--- src/common/scp_pkg.sv ---
package scp_pkg;
  // spi word layout
  localparam int          WORD_W       = 16;
  localparam int          BANK_BIT     = 13;
  localparam int          ADDR_HI      = 12;
  localparam int          ADDR_LO      = 10;
  localparam int          DATA_W       = 9;
  // register addresses (bits 12:10 of the word)
  localparam logic [2:0]  ADDR_STAT    = 3'h0;
  localparam logic [2:0]  ADDR_LOAD_TYPE_PIN    = 3'h2;
  localparam logic [2:0]  ADDR_OCP     = 3'h4;
  // channel configuration fields
  localparam int          CF_SHORT_DIS = 8;
  localparam int          CF_ONOL_DIS  = 7;
  localparam int          CF_OFFOL_DIS = 6;
  localparam int          CF_DIR_DIS   = 5;
  localparam int          CF_SLEW_HI   = 4;
  localparam int          CF_SLEW_LO   = 3;
  localparam int          CF_DLY_HI    = 2;
  // overcurrent configuration fields
  localparam int          OC_HIGH_RNG  = 8;
  localparam int          OC_PRESCALE  = 7;
  localparam int          OC_CLK_INT   = 6;
  localparam int          OC_RATIO     = 5;
  localparam int          OC_WIN1      = 4;
  localparam int          OC_WIN2      = 3;
  localparam int          OC_UPPER     = 2;
  localparam int          OC_MIDDLE    = 1;
  localparam int          OC_LOW       = 0;
  // reset values
  localparam logic [8:0]  LOAD_TYPE_PIN_RST     = 9'h000;
  localparam logic [8:0]  OCP_RST      = 9'h000;
  // external clock divider values
  localparam logic [9:0]  DIV_LONG     = 10'h200;
  localparam logic [9:0]  DIV_SHORT    = 10'h100;
  // slew codes
  typedef enum logic [1:0] {
    SCP_SLEW_MED  = 2'h0,
    SCP_SLEW_LOW  = 2'h1,
    SCP_SLEW_HIGH = 2'h2,
    SCP_SLEW_MHI  = 2'h3
  } scp_slew_t;
  // low threshold levels
  typedef enum logic [1:0] {
    SCP_LOW_HIGHEST = 2'h0,
    SCP_LOW_MEDIUM  = 2'h1,
    SCP_LOW_LOWEST  = 2'h2
  } scp_low_t;
endpackage : scp_pkg

--- src/core/scp_config.sv ---
`timescale 1ns/100ps
// What this block does
// - bit 13 of the word picks channel 0 or 1 for a config write
// - short-detect-disable 1 stops short-to-supply detection; reset 0 keeps it
// - on-state open-load disable 1 suppresses on-state open-load detection
// - off-state open-load disable acts independently; both enabled by default
// - direct-control disable 0 follows direct input; 1 leaves PWM alone
// - two-bit slew code: 00 medium, 01 low, 10 high, 11 medium-high
// - three-bit delay postpones switch-on by that many PWM clock periods
// - high-range 0 forces highest low level; 1 lets low bit pick medium/lowest
// - no current-sense output while an overcurrent window is active
// - prescale bit divides external clock by 512 when 1, 256 when 0
// - clock-source 1 runs PWM from internal clock, 0 from external
// - sense-ratio 1 selects low-current ratio, 0 the high-current ratio
// - low-current ratio scales all overcurrent thresholds down by three
// - bulb uses high, middle, low thresholds in turn; motor only high, low
// - bulb window bits pick each window time; motor code picks one of four
// - upper threshold select 0 higher value, 1 lower value
// - middle select 0 higher, 1 lower; no effect in motor mode
// - after reset the load profile comes from the configuration pin
// - register addressed in one frame is returned in the following frame
module scp_config (
  // clock and reset
  input  wire logic                      clk_i,
  input  wire logic                      rst_b_i,
  // received serial word
  input  wire logic                      word_valid_i,
  input  wire logic [15:0]               word_i,
  // pins and channel status
  input  wire logic                      load_type_pin_i,
  input  wire logic [1:0]                direct_in_i,
  input  wire logic [1:0]                pwm_state_i,
  input  wire logic [1:0]                oc_window_active_i,
  // readback for the next frame
  output logic [8:0]                     readback_o,
  // detection enables per channel
  output logic [1:0]                     short_detect_en_o,
  output logic [1:0]                     on_openload_en_o,
  output logic [1:0]                     off_openload_en_o,
  // drive control per channel
  output logic [1:0]                     channel_on_o,
  output logic [3:0]                     slew_code_o,
  output logic [5:0]                     turn_on_delay_o,
  // pwm clock per channel
  output logic [1:0]                     pwm_clk_internal_o,
  output logic [19:0]                    ext_clk_divider_o,
  // overcurrent profile per channel
  output logic [1:0]                     load_is_motor_o,
  output logic [1:0]                     low_ratio_o,
  output logic [1:0]                     thresh_scale_third_o,
  output logic [3:0]                     window_time_code_o,
  output logic [1:0]                     upper_threshold_low_o,
  output logic [1:0]                     middle_threshold_low_o,
  output logic [1:0]                     middle_threshold_used_o,
  output logic [3:0]                     low_threshold_level_o,
  output logic [1:0]                     sense_output_en_o
);
  import scp_pkg::*;

  logic [8:0] load_type_pin_r [2];
  logic [8:0] ocp_r  [2];
  logic       load_pin_r;
  logic [8:0] readback_nxt;

  wire        bank_w  = word_i[BANK_BIT];
  wire  [2:0] addr_w  = word_i[ADDR_HI:ADDR_LO];
  wire  [8:0] data_w  = word_i[DATA_W-1:0];

  // register banks; the host owns bank choice per word, no broadcast write
  always_ff @(posedge clk_i) begin
    if (!rst_b_i) begin
      load_type_pin_r[0] <= LOAD_TYPE_PIN_RST;
      load_type_pin_r[1] <= LOAD_TYPE_PIN_RST;
      ocp_r[0]  <= OCP_RST;
      ocp_r[1]  <= OCP_RST;
    end else if (word_valid_i) begin
      if (addr_w == ADDR_LOAD_TYPE_PIN) begin
        load_type_pin_r[bank_w] <= data_w;
      end
      if (addr_w == ADDR_OCP) begin
        ocp_r[bank_w] <= data_w;
      end
    end
  end

  // pin level caught by the clocked process, never inside the reset branch
  always_ff @(posedge clk_i) begin
    load_pin_r <= load_type_pin_i;
  end

  // a status word selects the register for the following frame
  always_comb begin
    readback_nxt = readback_o;
    if (word_valid_i && addr_w == ADDR_STAT) begin
      case (word_i[2:0])
        ADDR_LOAD_TYPE_PIN: readback_nxt = load_type_pin_r[bank_w];
        ADDR_OCP:  readback_nxt = ocp_r[bank_w];
        default:   readback_nxt = 9'h000;
      endcase
    end
  end

  always_ff @(posedge clk_i) begin
    if (!rst_b_i) begin
      readback_o <= 9'h000;
    end else begin
      readback_o <= readback_nxt;
    end
  end

  // per-channel decode, all outputs registered
  for (genvar c = 0; c < 2; c++) begin : g_ch
    wire [8:0] cf = load_type_pin_r[c];
    wire [8:0] oc = ocp_r[c];
    always_ff @(posedge clk_i) begin
      if (!rst_b_i) begin
        short_detect_en_o[c]       <= 1'b1;
        on_openload_en_o[c]        <= 1'b1;
        off_openload_en_o[c]       <= 1'b1;
        channel_on_o[c]            <= 1'b0;
        slew_code_o[2*c +: 2]      <= SCP_SLEW_MED;
        turn_on_delay_o[3*c +: 3]  <= 3'h0;
        pwm_clk_internal_o[c]      <= 1'b0;
        ext_clk_divider_o[10*c +: 10] <= DIV_SHORT;
        load_is_motor_o[c]         <= 1'b0;
        low_ratio_o[c]             <= 1'b0;
        thresh_scale_third_o[c]    <= 1'b0;
        window_time_code_o[2*c +: 2] <= 2'h0;
        upper_threshold_low_o[c]   <= 1'b0;
        middle_threshold_low_o[c]  <= 1'b0;
        middle_threshold_used_o[c] <= 1'b0;
        low_threshold_level_o[2*c +: 2] <= SCP_LOW_HIGHEST;
        sense_output_en_o[c]       <= 1'b0;
      end else begin
        short_detect_en_o[c]  <= ~cf[CF_SHORT_DIS];
        on_openload_en_o[c]   <= ~cf[CF_ONOL_DIS];
        off_openload_en_o[c]  <= ~cf[CF_OFFOL_DIS];
        channel_on_o[c]       <= cf[CF_DIR_DIS] ? pwm_state_i[c]
                                                 : direct_in_i[c];
        slew_code_o[2*c +: 2] <= cf[CF_SLEW_HI:CF_SLEW_LO];
        // the delay count itself is applied by the pwm engine in its clock periods
        turn_on_delay_o[3*c +: 3] <= cf[CF_DLY_HI:0];
        pwm_clk_internal_o[c] <= oc[OC_CLK_INT];
        ext_clk_divider_o[10*c +: 10] <= oc[OC_PRESCALE] ? DIV_LONG : DIV_SHORT;
        load_is_motor_o[c]    <= load_pin_r;
        low_ratio_o[c]        <= oc[OC_RATIO];
        thresh_scale_third_o[c] <= oc[OC_RATIO];
        // bulb: bits pick each window; motor: same two bits as one 4-way code
        window_time_code_o[2*c +: 2] <= {oc[OC_WIN1], oc[OC_WIN2]};
        upper_threshold_low_o[c] <= oc[OC_UPPER];
        middle_threshold_low_o[c] <= oc[OC_MIDDLE] & ~load_pin_r;
        middle_threshold_used_o[c] <= ~load_pin_r;
        if (!oc[OC_HIGH_RNG]) begin
          low_threshold_level_o[2*c +: 2] <= SCP_LOW_HIGHEST;
        end else if (oc[OC_LOW]) begin
          low_threshold_level_o[2*c +: 2] <= SCP_LOW_LOWEST;
        end else begin
          low_threshold_level_o[2*c +: 2] <= SCP_LOW_MEDIUM;
        end
        sense_output_en_o[c] <= ~oc_window_active_i[c];
      end
    end
  end
endmodule : scp_config

--- config.mk ---
export PLATFORM = sky130hd
export DESIGN_NAME = scp_config
export DESIGN_NICKNAME = d
export VERILOG_FILES = /design/src/common/scp_pkg.sv /design/src/core/scp_config.sv
export SDC_FILE = /design/constraint.sdc
export NUM_CORES = 1
export LEC_CHECK = 0
export BUFFER_PORTS_ARGS = -buffer_cell sky130_fd_sc_hd__buf_2
export CORE_MARGIN = 2
export CORE_UTILIZATION = 48
export DETAILED_ROUTE_END_ITERATION = 10
export PLACE_DENSITY_LB_ADDON = 0.15
export SKIP_CTS_REPAIR_TIMING = 1
export SYNTH_ARGS = -nofsm -noshare
export SYNTH_HDL_FRONTEND = slang
export SYNTH_SLANG_ARGS = --single-unit
--- constraint.sdc ---
create_clock -name clk_i -period 2.25 [get_ports clk_i]
set_input_delay 0.225 -clock clk_i [delete_from_list [all_inputs] [get_ports clk_i]]
set_output_delay 0.225 -clock clk_i [all_outputs]
set_load 0.005 [all_outputs]
==> metrics <==
Boundary Pins=slightly below 100; Die X=just under 90 µm; Max-Cap Viols=0; Initial Util=49.3%; Synth area leader=edfxtp_1; Clock power frac=a little under two fifths; register bit total from synthesis=slightly below 90; CP max stage cell=o21ai_0; unique cell type count in the Yosys netlist=24; Num CTS Buffers=9; DP HPWL=4340 µm; nature of the critical path endpoint=register; vias=2,064; Slew Limit Fails=0; Sw Share=21.4%; root buffer cell=clkbuf_8; Synth-to-Final Area Change=19.6%; grt total ovfl=0; Most used DFF post-synth=dfxtp_1; drt total wl=about 6200 µm; most frequent cell after synthesis=and2_1; post-synthesis cell count=262; total track usage=17.5%; Final ANT Viol Nets=0; Cell Chain, Critical Path=buf_2, nand4bb_1, o21ai_0, buf_4; Reg clk slew, reported paths=approximately 0.080 ns; final period utilization=around two thirds; Residual DRC=0; Final Wtd Congestion=0.716; RSZ-0062 raised after global routing=no; Port Buffers=a little under 80; Lkg Pwr=around 1.8 nW; Max Fclk=0.666 GHz; Inst Count DP=414; Switch Pwr=around 0.68 mW; CTS tree=yes; top cells by instance count after synthesis=and2_1, dfxtp_1, edfxtp_1; WP buf/inv=2; post-synthesis cell area=around 3300 µm²; Worst Tran Pin Value=about 0.72 ns; Die H=between 80 and 90 µm; final setup TNS=0 ns; layout cells sized above 1=approximately 32%; Hold Fails Final Rpt=0; crit path max fanout=5; asr flop ratio synth=0%; Post-synth EDFFs=36; htree depth=3; Final Skew=0.00572 ns; DRT Pass-1 Iters=4; Non-Filler Instances=around 430; Critical Path Source Type=input pin; Syn Area/Cell=12.7 µm²; sequential fraction of the synthesis area=64.0%; Core Area=~6700 µm²; # setup viols final=0; min cycle time layout=1.50 ns; clock latency on the worst-skew pair=0.34 ns; Setup CP Type=in2reg; Nets=between 300 and 400; DR WL/cell=between 10 and 15 µm; largest net degree at the start of global routing=47; FP Rows=30; Synth warnings=0; Power Total=3.18 mW; Comb pwr share=under 10%; share of the synthesized area in the top cell type=around 33%; arrival time worst endpoint=approximately 1.6 ns; sequential power share=between 50 and 60%; worst vdd ir=0.000327 V; vias per cell=between 4 and 5; global-route wire length before repair=between 9000 and 10,000 µm; die area=7590 µm²; DR iter-0 viols=83; Required @ worst endpoint=between 2 and 2.5 ns; power per cell area=roughly 800 nW/µm²; clk sinks=88; CP top delay family=compound AO/OA/AOI/OAI gates; vias in the first global route=between 1,500 and 2,000; status=completed; initial antenna violation count=0; Power Internal=2.50 mW; CP peak stage delay=between 0.6 and 0.7 ns; largest cells by area after synthesis=edfxtp_1, dfxtp_1, and2_1; antenna cells=0; Hold Path Class=in2reg; max_slew headroom=~50%; Max clock buf depth=2
through the flow:
| step | cell area [µm²] | hold WS (ns) | util [%] | setup WS [ns] |
|---|---|---|---|---|
| 2_1_floorplan | 3370 | 0.253 | - | 0.617 |
| 3_5_place_dp | 3730 | 0.330 | 55.5 | 0.423 |
| 3_3_place_gp | 3730 | 0.331 | 55.5 | 0.419 |
| 4_1_cts | 3950 | -0.0392 | 58.8 | 0.773 |
| 5_1_grt | 3960 | 0.0172 | 59.0 | 0.650 |
| 6_report | 3960 | 0.0218 | 59.0 | 0.748 |
flip-flops by register name, summed over array words and instances (netlist names), 2 cells and up:
signal and flops:
pwm_clk_internal_o 2, sense_output_en_o 2, readback_o 9, middle_threshold_low_o 2
ocp_r 18, slew_code_o 4, load_type_pin_r 18, short_detect_en_o 2
thresh_scale_third_o 2, upper_threshold_low_o 2, low_threshold_level_o 4, channel_on_o 2
window_time_code_o 4, ext_clk_divider_o 4, on_openload_en_o 2, off_openload_en_o 2
turn_on_delay_o 6
power by group through the flow:
stage / registers (mW) / clock network (mW) / logic (mW)
finish: 1.78 / 1.17 / 0.232
global route: 1.79 / 1.26 / 0.260
CTS: 1.78 / 1.19 / 0.235
detailed placement: 1.81 / 0 / 0.233
global placement: 1.81 / 0 / 0.230
floorplan: 1.81 / 0 / 0.141
per-layer routing:
layer  vias up  track usage [%]  share of wire (%)
met4         0             8.39                1.8
met5         -                0                  0
met3         9             3.32                4.7
met2        68             28.4                 50
met1       968             22.5                 44
li1       1019                -                  -
worst paths after layout:
check                   startpoint                          to  slack (ns)  depth (start not counted)
min          oc_window_active_i[0]        sense_output_en_o[0]        0.02                          2
min reg2reg             load_pin_r  middle_threshold_used_o[1]        0.44                          1
max reg2reg            ocp_r[1][0]               readback_o[0]        1.28                          3
max                     word_i[12]       load_type_pin_r[1][3]        0.75                          4
layout make-up:
cell class / count / area [µm²]
fillers: 567 / 2760
flip-flops and latches: 88 / 2120
multi-input cells: 156 / 1030
repair buffers: 89 / 478
clock buffers: 12 / 178
well taps: 80 / 100
clock inverters: 4 / 46.3
inverters: 2 / 7.51
layout by cell type, fill, tap and decap left out, drive strengths merged:
master / n
nor4b: 1
mux2i: 20
dlygate4sd3: 1
nand2b: 1
and3: 2
bufinv: 1
and2: 60
buf: 88
conb: 16
o22a: 9
inv: 3
nor2b: 5
a21oi: 9
clkinv: 2
nand2: 10
or3b: 2
nor2: 6
edfxtp: 36
o21ai: 13
clkbuf: 12
nand4bb: 2
dfxtp: 52
cell families after synthesis:
logic type / synth area share, %
AND/OR/NAND/NOR: 16.6
flip-flops: 64.0
buffers and inverters: 6.53
AO/OA/AOI/OAI: 6.72
multiplexers: 6.04
other: 0.113
Power figures use the tool's default switching activity.
